===== config.mk =====
export PLATFORM = sky130hd
export DESIGN_NAME = ebs_sequencer
export DESIGN_NICKNAME = d
export VERILOG_FILES = /design/src/logic/ebs_pkg.sv /design/src/logic/ebs_tick.sv /design/src/logic/ebs_axil.sv /design/src/logic/ebs_sequencer.sv
export VERILOG_INCLUDE_DIRS = /design/src /design/src/logic
export SDC_FILE = /design/constraint.sdc
export NUM_CORES = 1
export LEC_CHECK = 0
export BUFFER_PORTS_ARGS = -buffer_cell sky130_fd_sc_hd__clkbuf_2
export CORE_ASPECT_RATIO = 0.75
export CORE_MARGIN = 2
export CORE_UTILIZATION = 37
export DETAILED_ROUTE_END_ITERATION = 10
export PLACE_DENSITY_LB_ADDON = 0.12
export SYNTH_ARGS = -nofsm -noshare
export SYNTH_HDL_FRONTEND = slang
export SYNTH_SLANG_ARGS = --single-unit

===== constraint.sdc =====
create_clock -name clock -period 4.69 [get_ports clock]
set_clock_uncertainty 0.2 [all_clocks]
set_input_delay 0.469 -clock clock [delete_from_list [all_inputs] [get_ports clock]]
set_output_delay 0.469 -clock clock [all_outputs]
set_load 0.01 [all_outputs]

===== src/logic/ebs_defines.svh =====
// constants for the external brake sequencer
// assumes a 50 MHz drive clock and AXI4-Lite register access
`ifndef EBS_DEFINES_SVH
`define EBS_DEFINES_SVH

// ==================================================
// register byte offsets
`define EBS_OFF_CTRL     8'h00
`define EBS_OFF_RELWAIT  8'h04
`define EBS_OFF_ACCWAIT  8'h08
`define EBS_OFF_STOPWAIT 8'h0C
`define EBS_OFF_CONFWAIT 8'h10
`define EBS_OFF_RELFREQ  8'h14
`define EBS_OFF_RELCUR   8'h18
`define EBS_OFF_STATUS   8'h1C
`define EBS_OFF_IRQSTAT  8'h20
`define EBS_OFF_IRQMASK  8'h24
`define EBS_OFF_TARGET   8'h28

// ==================================================
// fields and codes
`define EBS_ENABLE_OFF   2'h0
`define EBS_ENABLE_ON    2'h1
`define EBS_CTRL_RUN_BIT 2
`define EBS_WAIT_MAX     16'h01F4
`define EBS_CUR_MAX      8'hC8
`define EBS_IRQ_RELEASE  0
`define EBS_IRQ_ENGAGE   1
`define EBS_IRQ_ERROR    2
`define EBS_IRQ_STOPPED  3

// ==================================================
// timing: one wait tick is 10 ms
`define EBS_TICK_NS      10000000
`define EBS_CLK_NS       20
`define EBS_TICK_CYCLES  (`EBS_TICK_NS / `EBS_CLK_NS)
`endif


===== src/logic/ebs_pkg.sv =====
// types for the external brake sequencer
// assumes ebs_defines.svh is compiled alongside
package ebs_pkg;
  // ==================================================
  // sequencer states
  typedef enum logic [3:0] {
    IDLE, RAMP_UP, REL_WAIT, CONF_ON, ACC_WAIT, RUNNING,
    RAMP_DOWN, CONF_OFF, STOP_WAIT, STOPPING, TRIPPED
  } ebs_state_t;
endpackage


===== src/logic/ebs_tick.sv =====
// ten millisecond tick generator
// assumes the drive clock and asynchronous active-low reset
`timescale 1ns/1ps
`include "ebs_defines.svh"
module ebs_tick #(
  parameter int TICK_CYCLES = `EBS_TICK_CYCLES
) (
  // clock and reset
  input  wire logic clock,
  input  wire logic rstn,
  // tick out
  output logic      tick
);
  logic [31:0] countReg;

  // ==================================================
  // free-running divider
  always_ff @(posedge clock or negedge rstn) begin
    if (!rstn) begin
      countReg <= 32'h0;
      tick     <= 1'b0;
    end else if (countReg == 32'(TICK_CYCLES - 1)) begin
      countReg <= 32'h0;
      tick     <= 1'b1;
    end else begin
      countReg <= countReg + 32'h1;
      tick     <= 1'b0;
    end
  end
endmodule


===== src/logic/ebs_axil.sv =====
// AXI4-Lite slave front end: one write and one read in flight
// assumes a master that holds valid and payload until ready
`timescale 1ns/1ps
module ebs_axil (
  // clock and reset
  input  wire logic        clock,
  input  wire logic        rstn,
  // write channels
  input  wire logic [7:0]  awaddr,
  input  wire logic        awvalid,
  output logic             awready,
  input  wire logic [31:0] wdata,
  input  wire logic [3:0]  wstrb,
  input  wire logic        wvalid,
  output logic             wready,
  output logic [1:0]       bresp,
  output logic             bvalid,
  input  wire logic        bready,
  // read channels
  input  wire logic [7:0]  araddr,
  input  wire logic        arvalid,
  output logic             arready,
  output logic [31:0]      rdata,
  output logic [1:0]       rresp,
  output logic             rvalid,
  input  wire logic        rready,
  // register side
  output logic             wrStb,
  output logic [7:0]       wrAddr,
  output logic [31:0]      wrData,
  output logic [3:0]       wrStrb,
  input  wire logic        wrOk,
  output logic [7:0]       rdAddr,
  input  wire logic [31:0] rdValue,
  input  wire logic        rdOk
);
  logic awHave_reg;
  logic wHave_reg;

  assign awready = !awHave_reg && !bvalid;
  assign wready  = !wHave_reg && !bvalid;
  assign arready = !rvalid;
  assign wrStb   = awHave_reg && wHave_reg && !bvalid;
  assign rdAddr  = araddr;

  // ==================================================
  // capture address and data in either order
  always_ff @(posedge clock or negedge rstn) begin
    if (!rstn) begin
      awHave_reg <= 1'b0;
      wHave_reg  <= 1'b0;
      wrAddr     <= 8'h00;
      wrData     <= 32'h0;
      wrStrb     <= 4'h0;
    end else if (wrStb) begin
      awHave_reg <= 1'b0;
      wHave_reg  <= 1'b0;
    end else begin
      if (awvalid && awready) begin
        awHave_reg <= 1'b1;
        wrAddr     <= awaddr;
      end
      if (wvalid && wready) begin
        wHave_reg <= 1'b1;
        wrData    <= wdata;
        wrStrb    <= wstrb;
      end
    end
  end

  // ==================================================
  // write response, decerr on unmapped
  always_ff @(posedge clock or negedge rstn) begin
    if (!rstn) begin
      bvalid <= 1'b0;
      bresp  <= 2'h0;
    end else if (wrStb) begin
      bvalid <= 1'b1;
      bresp  <= wrOk ? 2'h0 : 2'h3;
    end else if (bready) begin
      bvalid <= 1'b0;
    end
  end

  // ==================================================
  // read answer one cycle after address
  always_ff @(posedge clock or negedge rstn) begin
    if (!rstn) begin
      rvalid <= 1'b0;
      rdata  <= 32'h0;
      rresp  <= 2'h0;
    end else if (arvalid && arready) begin
      rvalid <= 1'b1;
      rdata  <= rdOk ? rdValue : 32'h0;
      rresp  <= rdOk ? 2'h0 : 2'h3;
    end else if (rready) begin
      rvalid <= 1'b0;
    end
  end
endmodule


===== src/logic/ebs_sequencer.sv =====
// external brake sequencer: top with registers and state machine
// assumes the current input synchronous to the 50 MHz clock
//
// Summary of operation
// - sequence runs only with enable code 01; any other code returns it to IDLE, except from TRIPPED.
// - run with enable ramps the frequency command to release frequency and holds.
// - at release frequency wait release delay before raising brake release.
// - current at or below release current when release due: no release, trip, error.
// - while release is on, hold release frequency until confirmation goes active.
// - after confirmation, wait accel delay then ramp to target frequency.
// - run off: decelerate to release frequency, then drop brake release.
// - hold release frequency while awaiting confirmation off; timeout trips with error.
// - after confirmation off, wait stop delay then decelerate to full stop.
// - entering CONF_ON or CONF_OFF starts a timed confirmation wait; expiry trips with error.
// - stop delay is programmable 0.00 to 5.00 s before decelerating to zero.
// - release current limit programmable 0 to 200 percent; current must exceed it.
// - confirmation active means brake open, inactive means brake engaged.
`timescale 1ns/1ps
`include "ebs_defines.svh"
module ebs_sequencer #(
  parameter int TICK_CYCLES = `EBS_TICK_CYCLES,
  parameter int FREQ_W      = 16
) (
  // clock and reset
  input  wire logic              clock,
  input  wire logic              rstn,
  // AXI4-Lite slave
  input  wire logic [7:0]        awaddr,
  input  wire logic              awvalid,
  output logic                   awready,
  input  wire logic [31:0]       wdata,
  input  wire logic [3:0]        wstrb,
  input  wire logic              wvalid,
  output logic                   wready,
  output logic [1:0]             bresp,
  output logic                   bvalid,
  input  wire logic              bready,
  input  wire logic [7:0]        araddr,
  input  wire logic              arvalid,
  output logic                   arready,
  output logic [31:0]            rdata,
  output logic [1:0]             rresp,
  output logic                   rvalid,
  input  wire logic              rready,
  // drive measurements
  input  wire logic [7:0]        outputCurrent,
  // brake pins
  input  wire logic              brakeConfirmIn,
  output logic                   brakeReleaseOut,
  output logic                   brakeErrorOut,
  // frequency command to the drive ramp
  output logic [FREQ_W-1:0]      freqCommand,
  // interrupt
  output logic                   irq
);
  // ==================================================
  // declarations
  logic              tick;
  logic              wrStb;
  logic [7:0]        wrAddr;
  logic [31:0]       wrData;
  logic [3:0]        wrStrb;
  logic              wrOk;
  logic [7:0]        rdAddr;
  logic [31:0]       rdValue;
  logic              rdOk;
  logic [1:0]        enable_reg;
  logic              run_reg;
  logic              errClr;
  logic [15:0]       relWait_reg;
  logic [15:0]       accWait_reg;
  logic [15:0]       stopWait_reg;
  logic [15:0]       confWait_reg;
  logic [FREQ_W-1:0] relFreq_reg;
  logic [FREQ_W-1:0] target_reg;
  logic [7:0]        relCur_reg;
  logic [3:0]        irqStat_reg;
  logic [3:0]        irqMask_reg;
  logic [3:0]        events;
  logic [15:0]       timer_reg;
  logic              timerLoad;
  logic [15:0]       timerLoadVal;
  logic              timerDone;
  ebs_pkg::ebs_state_t state_reg;
  ebs_pkg::ebs_state_t state_next;

  // clamp a programmed delay to its 5.00 s ceiling
  function automatic logic [15:0] clampWait(input logic [31:0] v);
    clampWait = (v[15:0] > `EBS_WAIT_MAX) ? `EBS_WAIT_MAX : v[15:0];
  endfunction

  // one step of the frequency ramp toward a goal
  function automatic logic [FREQ_W-1:0] stepToward(input logic [FREQ_W-1:0] cur,
                                                   input logic [FREQ_W-1:0] goal);
    if (cur < goal) stepToward = cur + FREQ_W'(1);
    else if (cur > goal) stepToward = cur - FREQ_W'(1);
    else stepToward = cur;
  endfunction

  // ==================================================
  // submodules
  ebs_tick #(.TICK_CYCLES(TICK_CYCLES)) uTick (
    .clock (clock),
    .rstn  (rstn),
    .tick  (tick)
  );

  ebs_axil uBus (
    .clock   (clock),   .rstn    (rstn),
    .awaddr  (awaddr),  .awvalid (awvalid), .awready (awready),
    .wdata   (wdata),   .wstrb   (wstrb),   .wvalid  (wvalid),  .wready (wready),
    .bresp   (bresp),   .bvalid  (bvalid),  .bready  (bready),
    .araddr  (araddr),  .arvalid (arvalid), .arready (arready),
    .rdata   (rdata),   .rresp   (rresp),   .rvalid  (rvalid),  .rready (rready),
    .wrStb   (wrStb),   .wrAddr  (wrAddr),  .wrData  (wrData),  .wrStrb (wrStrb),
    .wrOk    (wrOk),    .rdAddr  (rdAddr),  .rdValue (rdValue), .rdOk   (rdOk)
  );

  // ==================================================
  // register writes (whole-word, committed only when strobe bit 0 is set)
  assign wrOk   = (wrAddr <= `EBS_OFF_TARGET) && (wrAddr[1:0] == 2'h0);
  assign errClr = wrStb && wrAddr == `EBS_OFF_CTRL && wrStrb[0] && wrData[3];

  always_ff @(posedge clock or negedge rstn) begin
    if (!rstn) begin
      enable_reg   <= `EBS_ENABLE_OFF;
      run_reg      <= 1'b0;
      relWait_reg  <= 16'h0;
      accWait_reg  <= 16'h0;
      stopWait_reg <= 16'h0;
      confWait_reg <= 16'h0;
      relFreq_reg  <= '0;
      target_reg   <= '0;
      relCur_reg   <= 8'h00;
      irqMask_reg  <= 4'h0;
    end else if (wrStb && wrStrb[0]) begin
      unique case (wrAddr)
        `EBS_OFF_CTRL: begin
          enable_reg <= wrData[1:0];
          run_reg    <= wrData[`EBS_CTRL_RUN_BIT];
        end
        `EBS_OFF_RELWAIT:  relWait_reg  <= clampWait(wrData);
        `EBS_OFF_ACCWAIT:  accWait_reg  <= clampWait(wrData);
        `EBS_OFF_STOPWAIT: stopWait_reg <= clampWait(wrData);
        `EBS_OFF_CONFWAIT: confWait_reg <= clampWait(wrData);
        `EBS_OFF_RELFREQ:  relFreq_reg  <= wrData[FREQ_W-1:0];
        `EBS_OFF_RELCUR:   relCur_reg   <= (wrData[7:0] > `EBS_CUR_MAX) ? `EBS_CUR_MAX : wrData[7:0];
        `EBS_OFF_IRQMASK:  irqMask_reg  <= wrData[3:0];
        `EBS_OFF_TARGET:   target_reg   <= wrData[FREQ_W-1:0];
        default: ;
      endcase
    end
  end

  // ==================================================
  // register reads
  always_comb begin
    rdOk    = 1'b1;
    rdValue = 32'h0;
    unique case (rdAddr)
      `EBS_OFF_CTRL:     rdValue = {29'h0, run_reg, enable_reg};
      `EBS_OFF_RELWAIT:  rdValue = {16'h0, relWait_reg};
      `EBS_OFF_ACCWAIT:  rdValue = {16'h0, accWait_reg};
      `EBS_OFF_STOPWAIT: rdValue = {16'h0, stopWait_reg};
      `EBS_OFF_CONFWAIT: rdValue = {16'h0, confWait_reg};
      `EBS_OFF_RELFREQ:  rdValue = 32'(relFreq_reg);
      `EBS_OFF_RELCUR:   rdValue = {24'h0, relCur_reg};
      `EBS_OFF_STATUS:   rdValue = {25'h0, brakeConfirmIn, brakeErrorOut, brakeReleaseOut, state_reg};
      `EBS_OFF_IRQSTAT:  rdValue = {28'h0, irqStat_reg};
      `EBS_OFF_IRQMASK:  rdValue = {28'h0, irqMask_reg};
      `EBS_OFF_TARGET:   rdValue = 32'(target_reg);
      default:           rdOk    = 1'b0;
    endcase
  end

  // ==================================================
  // delay timer in 10 ms ticks, zero means expired
  assign timerDone = (timer_reg == 16'h0);

  always_ff @(posedge clock or negedge rstn) begin
    if (!rstn) begin
      timer_reg <= 16'h0;
    end else if (timerLoad) begin
      timer_reg <= timerLoadVal;
    end else if (tick && !timerDone) begin
      timer_reg <= timer_reg - 16'h1;
    end
  end

  // ==================================================
  // next state and timer loads
  always_comb begin
    state_next   = state_reg;
    timerLoad    = 1'b0;
    timerLoadVal = 16'h0;
    unique case (state_reg)
      ebs_pkg::IDLE:
        if (enable_reg == `EBS_ENABLE_ON && run_reg) state_next = ebs_pkg::RAMP_UP;
      ebs_pkg::RAMP_UP:
        if (freqCommand == relFreq_reg) begin
          state_next   = ebs_pkg::REL_WAIT;
          timerLoad    = 1'b1;
          timerLoadVal = relWait_reg;
        end
      ebs_pkg::REL_WAIT:
        if (timerDone) begin
          if (outputCurrent <= relCur_reg) state_next = ebs_pkg::TRIPPED;
          else begin
            state_next   = ebs_pkg::CONF_ON;
            timerLoad    = 1'b1;
            timerLoadVal = confWait_reg;
          end
        end
      ebs_pkg::CONF_ON:
        if (brakeConfirmIn) begin
          state_next   = ebs_pkg::ACC_WAIT;
          timerLoad    = 1'b1;
          timerLoadVal = accWait_reg;
        end else if (timerDone) state_next = ebs_pkg::TRIPPED;
      ebs_pkg::ACC_WAIT:
        if (timerDone) state_next = ebs_pkg::RUNNING;
      ebs_pkg::RUNNING:
        if (!run_reg) state_next = ebs_pkg::RAMP_DOWN;
      ebs_pkg::RAMP_DOWN:
        if (freqCommand == relFreq_reg) begin
          state_next   = ebs_pkg::CONF_OFF;
          timerLoad    = 1'b1;
          timerLoadVal = confWait_reg;
        end
      ebs_pkg::CONF_OFF:
        if (!brakeConfirmIn) begin
          state_next   = ebs_pkg::STOP_WAIT;
          timerLoad    = 1'b1;
          timerLoadVal = stopWait_reg;
        end else if (timerDone) state_next = ebs_pkg::TRIPPED;
      ebs_pkg::STOP_WAIT:
        if (timerDone) state_next = ebs_pkg::STOPPING;
      ebs_pkg::STOPPING:
        if (freqCommand == '0) state_next = ebs_pkg::IDLE;
      ebs_pkg::TRIPPED:
        if (errClr) state_next = ebs_pkg::IDLE;
      default: state_next = ebs_pkg::IDLE;
    endcase
    // disabling mid-sequence abandons it (any code but 01), except in TRIPPED
    if (enable_reg != `EBS_ENABLE_ON && state_reg != ebs_pkg::TRIPPED) state_next = ebs_pkg::IDLE;
  end

  always_ff @(posedge clock or negedge rstn) begin
    if (!rstn) state_reg <= ebs_pkg::IDLE;
    else state_reg <= state_next;
  end

  // ==================================================
  // frequency command ramp, one step per tick; IDLE and TRIPPED force zero
  always_ff @(posedge clock or negedge rstn) begin
    if (!rstn) begin
      freqCommand <= '0;
    end else if (tick) begin
      unique case (state_reg)
        ebs_pkg::RAMP_UP, ebs_pkg::RAMP_DOWN: freqCommand <= stepToward(freqCommand, relFreq_reg);
        ebs_pkg::RUNNING:  freqCommand <= stepToward(freqCommand, target_reg);
        ebs_pkg::STOPPING: freqCommand <= stepToward(freqCommand, '0);
        ebs_pkg::IDLE, ebs_pkg::TRIPPED: freqCommand <= '0;
        default: ;                                        // hold at release freq
      endcase
    end
  end

  // ==================================================
  // brake pins
  always_ff @(posedge clock or negedge rstn) begin
    if (!rstn) begin
      brakeReleaseOut <= 1'b0;
      brakeErrorOut   <= 1'b0;
    end else begin
      brakeReleaseOut <= (state_next == ebs_pkg::CONF_ON) || (state_next == ebs_pkg::ACC_WAIT) ||
                         (state_next == ebs_pkg::RUNNING) || (state_next == ebs_pkg::RAMP_DOWN);
      brakeErrorOut   <= (state_next == ebs_pkg::TRIPPED);
    end
  end

  // ==================================================
  // sticky interrupts: set wins over write-one clear
  assign events[`EBS_IRQ_RELEASE] = state_reg == ebs_pkg::REL_WAIT && state_next == ebs_pkg::CONF_ON;
  assign events[`EBS_IRQ_ENGAGE]  = state_reg == ebs_pkg::RAMP_DOWN && state_next == ebs_pkg::CONF_OFF;
  assign events[`EBS_IRQ_ERROR]   = state_reg != ebs_pkg::TRIPPED && state_next == ebs_pkg::TRIPPED;
  assign events[`EBS_IRQ_STOPPED] = state_reg == ebs_pkg::STOPPING && state_next == ebs_pkg::IDLE;

  always_ff @(posedge clock or negedge rstn) begin
    if (!rstn) irqStat_reg <= 4'h0;
    else if (wrStb && wrStrb[0] && wrAddr == `EBS_OFF_IRQSTAT) irqStat_reg <= (irqStat_reg & ~wrData[3:0]) | events;
    else irqStat_reg <= irqStat_reg | events;
  end

  assign irq = |(irqStat_reg & irqMask_reg);
endmodule


Word-level counts from Yosys, hierarchy flattened
Index checks and enable logic that the tools add are counted.
{"block": "word_totals", "word_cells": 203, "rom_bits": 0, "output_inout_bits": 60, "n_memories": 0, "ramBits": 0, "latch_bits": 0, "ff_bits": 251}
{"block": "classes", "add_sub_neg": 4, "n_mul": 0, "bitwise": 6, "n_eq_ne": 43, "div_mod_pow": 0, "n_mux": 55, "shifts": 0, "reduce_logical": 57, "order_cmp": 10}
{"op": "$mux 16", "n": 16}
{"op": "$pmux 16 s11", "n": 1}
{"op": "$pmux 16 s5", "n": 1}
{"op": "$pmux 16 s4", "n": 1}
{"op": "$mux 4", "n": 15}
{"op": "$eq 8x5->1 const B", "n": 7}
{"op": "$eq 8x6->1 const B", "n": 6}
{"op": "$pmux 4 s11", "n": 1}
{"op": "$add 32x1->32 const B", "n": 1}
{"op": "$eq 32x19->1 const B", "n": 1}
{"op": "$eq 4x3->1 const B", "n": 8}
{"op": "$eq 8x4->1 const B", "n": 4}
{"op": "$gt 16x16->1", "n": 2}
{"op": "$logic_not 16->1", "n": 2}
{"op": "$lt 16x16->1", "n": 2}
{"op": "$mux 32", "n": 1}
{"op": "$sub 16x1->16 const B", "n": 2}
{"op": "$reduce_and 2->1", "n": 11}
{"op": "$logic_and 1x1->1", "n": 20}
{"op": "$add 16x1->16 const B", "n": 1}
{"op": "$eq 16x16->1", "n": 1}
{"op": "$eq 4x4->1 const B", "n": 4}
{"op": "$eq 8x3->1 const B", "n": 2}
{"op": "$gt 16x1->1 const B", "n": 1}
{"op": "other kinds (31)", "n": 64}

Logic depth before layout (Yosys ltp)
{"block": "depth", "ltp_word": 12, "depth_mapped": 12}

Modules after synthesis
A second synthesis with hierarchy kept.
{"block": "hier_totals", "hier_cells": 1432, "area_unflattened_um2": 14435.1}
{"mod": "ebs_sequencer", "area_per_inst_um2": 9315.2, "instances": 1, "cells_each": 1023, "seq_area_each_um2": 3828.7}
{"mod": "ebs_axil", "area_per_inst_um2": 3550.9, "instances": 1, "cells_each": 264, "seq_area_each_um2": 2052.0}
{"mod": "ebs_tick", "area_per_inst_um2": 1569.0, "instances": 1, "cells_each": 145, "seq_area_each_um2": 825.8}

Worst setup path after synthesis
Ideal clock, no wire load.
{"block": "synth_timing", "path_kind": "register -> register", "startpoint": "register freqCommand[11]", "endpoint": "register freqCommand[4]", "setup_slack_ps": 1749, "arrival_ps": 2620, "path_stages_with_launch": 10, "path_buffers": 1, "cell_sequence": "dfrtp_1 -> ha_1 -> a21oi_1 -> o21ai_0 -> a221oi_1 -> a21boi_0 -> a211oi_2 -> clkbuf_1 -> o21ai_0 -> a22o_1"}
{"block": "synth_between", "elab_chain_len": 3, "word_cells_on_any_way": 14, "cone_classes": "6 x order compare; 3 x eq/ne; 4 x mux; 1 x reduce/logical"}
{"item": "start: declaration", "line_no": "ebs_sequencer.sv:52", "rtl": "output logic [FREQ_W-1:0] freqCommand,"}
{"item": "start signal: assignment", "line_no": "ebs_sequencer.sv:260", "rtl": "ebs_pkg::RAMP_UP, ebs_pkg::RAMP_DOWN: freqCommand <= stepToward(freqCommand, relFreq_reg);"}
{"item": "start signal: assignment", "line_no": "ebs_sequencer.sv:261", "rtl": "ebs_pkg::RUNNING: freqCommand <= stepToward(freqCommand, target_reg);"}
{"item": "start signal: assignment", "line_no": "ebs_sequencer.sv:262", "rtl": "ebs_pkg::STOPPING: freqCommand <= stepToward(freqCommand, '0);"}
{"item": "$lt 16x1->1 (tied with other cells)", "line_no": "ebs_sequencer.sv:95", "rtl": "if (cur < goal) stepToward = cur + FREQ_W'(1);"}
{"item": "$ne 3x3->1 (no source line) (tied with other cells)"}
{"item": "$reduce_and 5->1 (no source line) / $pmux 16 s4 (equally long branches)"}
Several ways; a longest one is shown, not always the timed one.
A chain may end at the register's enable or synchronous reset.

Final worst setup path
{"block": "layout_timing", "startpoint": "register freqCommand[10]", "endpoint": "register freqCommand[9]"}
The elaborated chain is that of the path after synthesis.

==> metrics.txt <==
global-route wire length before repair=60.1 mm; Power Density=about 380 nW/µm²; Pleak=around 6.7 nW; CTS sink cnt=around 230; final hold vios=0; Yosys reg bits=~230; H-tree depth=1; Cells after DPL=1,778; nature of the critical path endpoint=register; FF/Latch Area=between 5000 and 6000 µm²; core area=between 30,000 and 40,000 µm²; Post-synth EDFFs=0; Root Driver=clkbuf_16; CP arrival=between 3000 and 4000 ps; Final min period=3760 ps; Post-Syn Area=~12,000 µm²; diodes inserted=0; share of layout cells above drive strength 1=18.2%; CTS tree=yes; Worst VDD drop=0.284 mV; total power=about 0.0056 W; ys async rst share=100%; Comb pwr share=between 15 and 20%; Top reg by flops=uTick.countReg; number of flip-flops under the largest register name=32; routed vias/inst=5.58; Antenna Nets Post-Route=0; commonest cells in the netlist=dfrtp_1 (233), nand2_1 (146), nor2_1 (97); Yosys top cell by area=dfrtp_1; Initial Util=37.4%; Tot GR Track Use=roughly 22%; WL final=about 38 mm; I/O pins=about 130; Placer Congestion=between 0.8 and 0.9; Worst-path clk slew=around 60 ps; P_sw=between 0.0015 and 0.002 W; slew margin rel.=roughly 23%; Syn-to-layout area delta=17.3%; routed len/inst=between 20 and 25 µm; area of the multi-input gates=between 6000 and 7000 µm²; RSZ-0062 raised after global routing=false; # setup viols final=0; Avg Cell Area, Syn=slightly below 10 µm²; HPWL after DPL=between 20 and 30 mm; status=completed; Max-Cap Viols=0; total die area=35,100 µm²; total iterations of the first detailed-routing run=8; register area share after synthesis=between 40% and 50%; Clock Latency Late Sink=about 560 ps; Congestion Overflow GR=0; Setup crit start kind=register; register share of total power=roughly 45%; Num CTS Buffers=27; Remaining DRCs=0; crit path max fanout=16; max-slew violations=0; largest net degree at the start of global routing=109; die extent in x=between 200 and 250 µm; CTS max path bufs=3; fin cells=~1,900; HP Class=primary input to register; # rows=58; fill cell count=around 3,300; Syn Inst Count=1,267; Synth top area share=46.9%; setup TNS=0 ps; Internal=slightly below 0.004 W; period utilisation layout=between 80% and 90%; via count=around 10,000; drt initial violations=1,111; initial antenna violation count=2; Netlist cell types=74; Clk pwr share=about two fifths; Most used DFF post-synth=dfrtp_1; Syn. warnings=0; die extent in y=about 160 µm; Worst Tran Pin Value=roughly 1100 ps; nets@finish=about 1,500; IO Port Bufs=approximately 90; Net Sw Frac=roughly 29%; most instantiated library cell after synthesis=dfrtp_1; top post-synthesis cells by area=dfrtp_1 (47%), mux2_2 (5.7%), ha_1 (4.6%), nand2_1 (4.4%), o21ai_0 (3.0%); crit path kind=register to register; fmax=around 270 MHz; worst path required time=just under 5000 ps; vias in the first global route=between 9,000 and 10,000
==> path summary, 6_finish.rpt <==
kind                                             start                           end  slack [ps]  cells past startpoint
max                        freqCommand[10]$_DFFE_PN0P_    freqCommand[9]$_DFFE_PN0P_         930                     10
max in group asynchronous                         rstn  uTick.countReg[10]$_DFF_PN0_        2790                      3
min in group asynchronous                         rstn    relFreq_reg[3]$_DFFE_PN0P_         350                      2
min reg2reg                uTick.countReg[0]$_DFF_PN0_   uTick.countReg[0]$_DFF_PN0_         250                      1
max reg2reg                freqCommand[10]$_DFFE_PN0P_    freqCommand[9]$_DFFE_PN0P_         930                     10
min                                             wvalid    uBus.wHave_reg$_DFFE_PN0P_          90                      3
==> cells in the final DEF, fill, tap and decap left out, types with 22 or more instances in the layout <==
| master | n |
|---|---|
| dfrtp_1 | 233 |
| nand2_1 | 146 |
| nor2_1 | 93 |
| clkbuf_2 | 91 |
| o21ai_0 | 75 |
| mux2_2 | 63 |
| inv_1 | 53 |
| ha_1 | 46 |
| a21oi_1 | 38 |
| nor3_1 | 32 |
| a31oi_1 | 30 |
| and2_1 | 29 |
| xor2_1 | 28 |
| a22oi_1 | 28 |
| a222oi_1 | 28 |
| dlygate4sd3_1 | 28 |
| clkbuf_16 | 27 |
| buf_4 | 26 |
| nand3_1 | 22 |
==> area by class of cell <==
class | instances | share of cell area, %
tap | 450 | 3.86
multi-input combinational | 923 | 42.1
clock buffer | 37 | 5.30
clock inverter | 12 | 0.977
timing repair buffer | 146 | 6.48
inverter | 54 | 1.39
sequential | 233 | 39.9
==> cells by family after synthesis <==
logic type / share of synthesized area, %
and+or+nand+nor: 17.5
AOI/OAI and AO/OA: 17.0
DFF: 46.9
buffers and inverters: 4.54
muxes: 6.10
xor gates and xnor gates: 3.38
adders and majority gates: 4.62
other: 0.0301
==> through the flow <==
stage,setup slack (ps),hold slack (ps),utilization (%),instance area (µm²)
floorplan,1750,-26.6,-,12500
global placement,1040,241,40.2,13400
detailed placement,1030,253,40.2,13400
CTS,1000,68.0,43.8,14600
global route,603,134,43.8,14600
finish,930,93.1,43.8,14600
==> power by group through the flow <==
stage	combinational, W	clock (W)	sequential (W)
5_1_grt	0.000977	0.00232	0.00255
6_report	0.000875	0.00218	0.00252
4_1_cts	0.000879	0.00224	0.00252
2_1_floorplan	0.000630	0	0.00242
3_5_place_dp	0.000856	0	0.00255
3_3_place_gp	0.000845	0	0.00255
==> timing repair <==
| item | CTS | global route |
|---|---|---|
| buffers inserted | 0 | 0 |
| hold buffers | 28 | 0 |
| endpoints found under the hold margin | 131 | 0 |
| resized for setup | 0 | 0 |
==> per-layer routing <==
| layer | track usage (%) | part of all wire (%) | vias up |
|---|---|---|---|
| met5 | 0 | 0 | - |
| met4 | 5.08 | 2.1 | 0 |
| met3 | 4.20 | 7.4 | 59 |
| met2 | 30.5 | 40 | 406 |
| met1 | 34.7 | 50 | 5053 |
| li1 | - | - | 4828 |
==> worst max-delay path: stages (launching register included) <==
cell and delay (ps):
dfrtp_1 560, ha_1 390, nand4_1 160, nor3_1 580, o21ai_0 360, a41oi_1 280, buf_4 240, o21a_1 440
o22ai_1 160, o21ai_0 160, o31ai_1 90
Power figures use the tool's default switching activity.
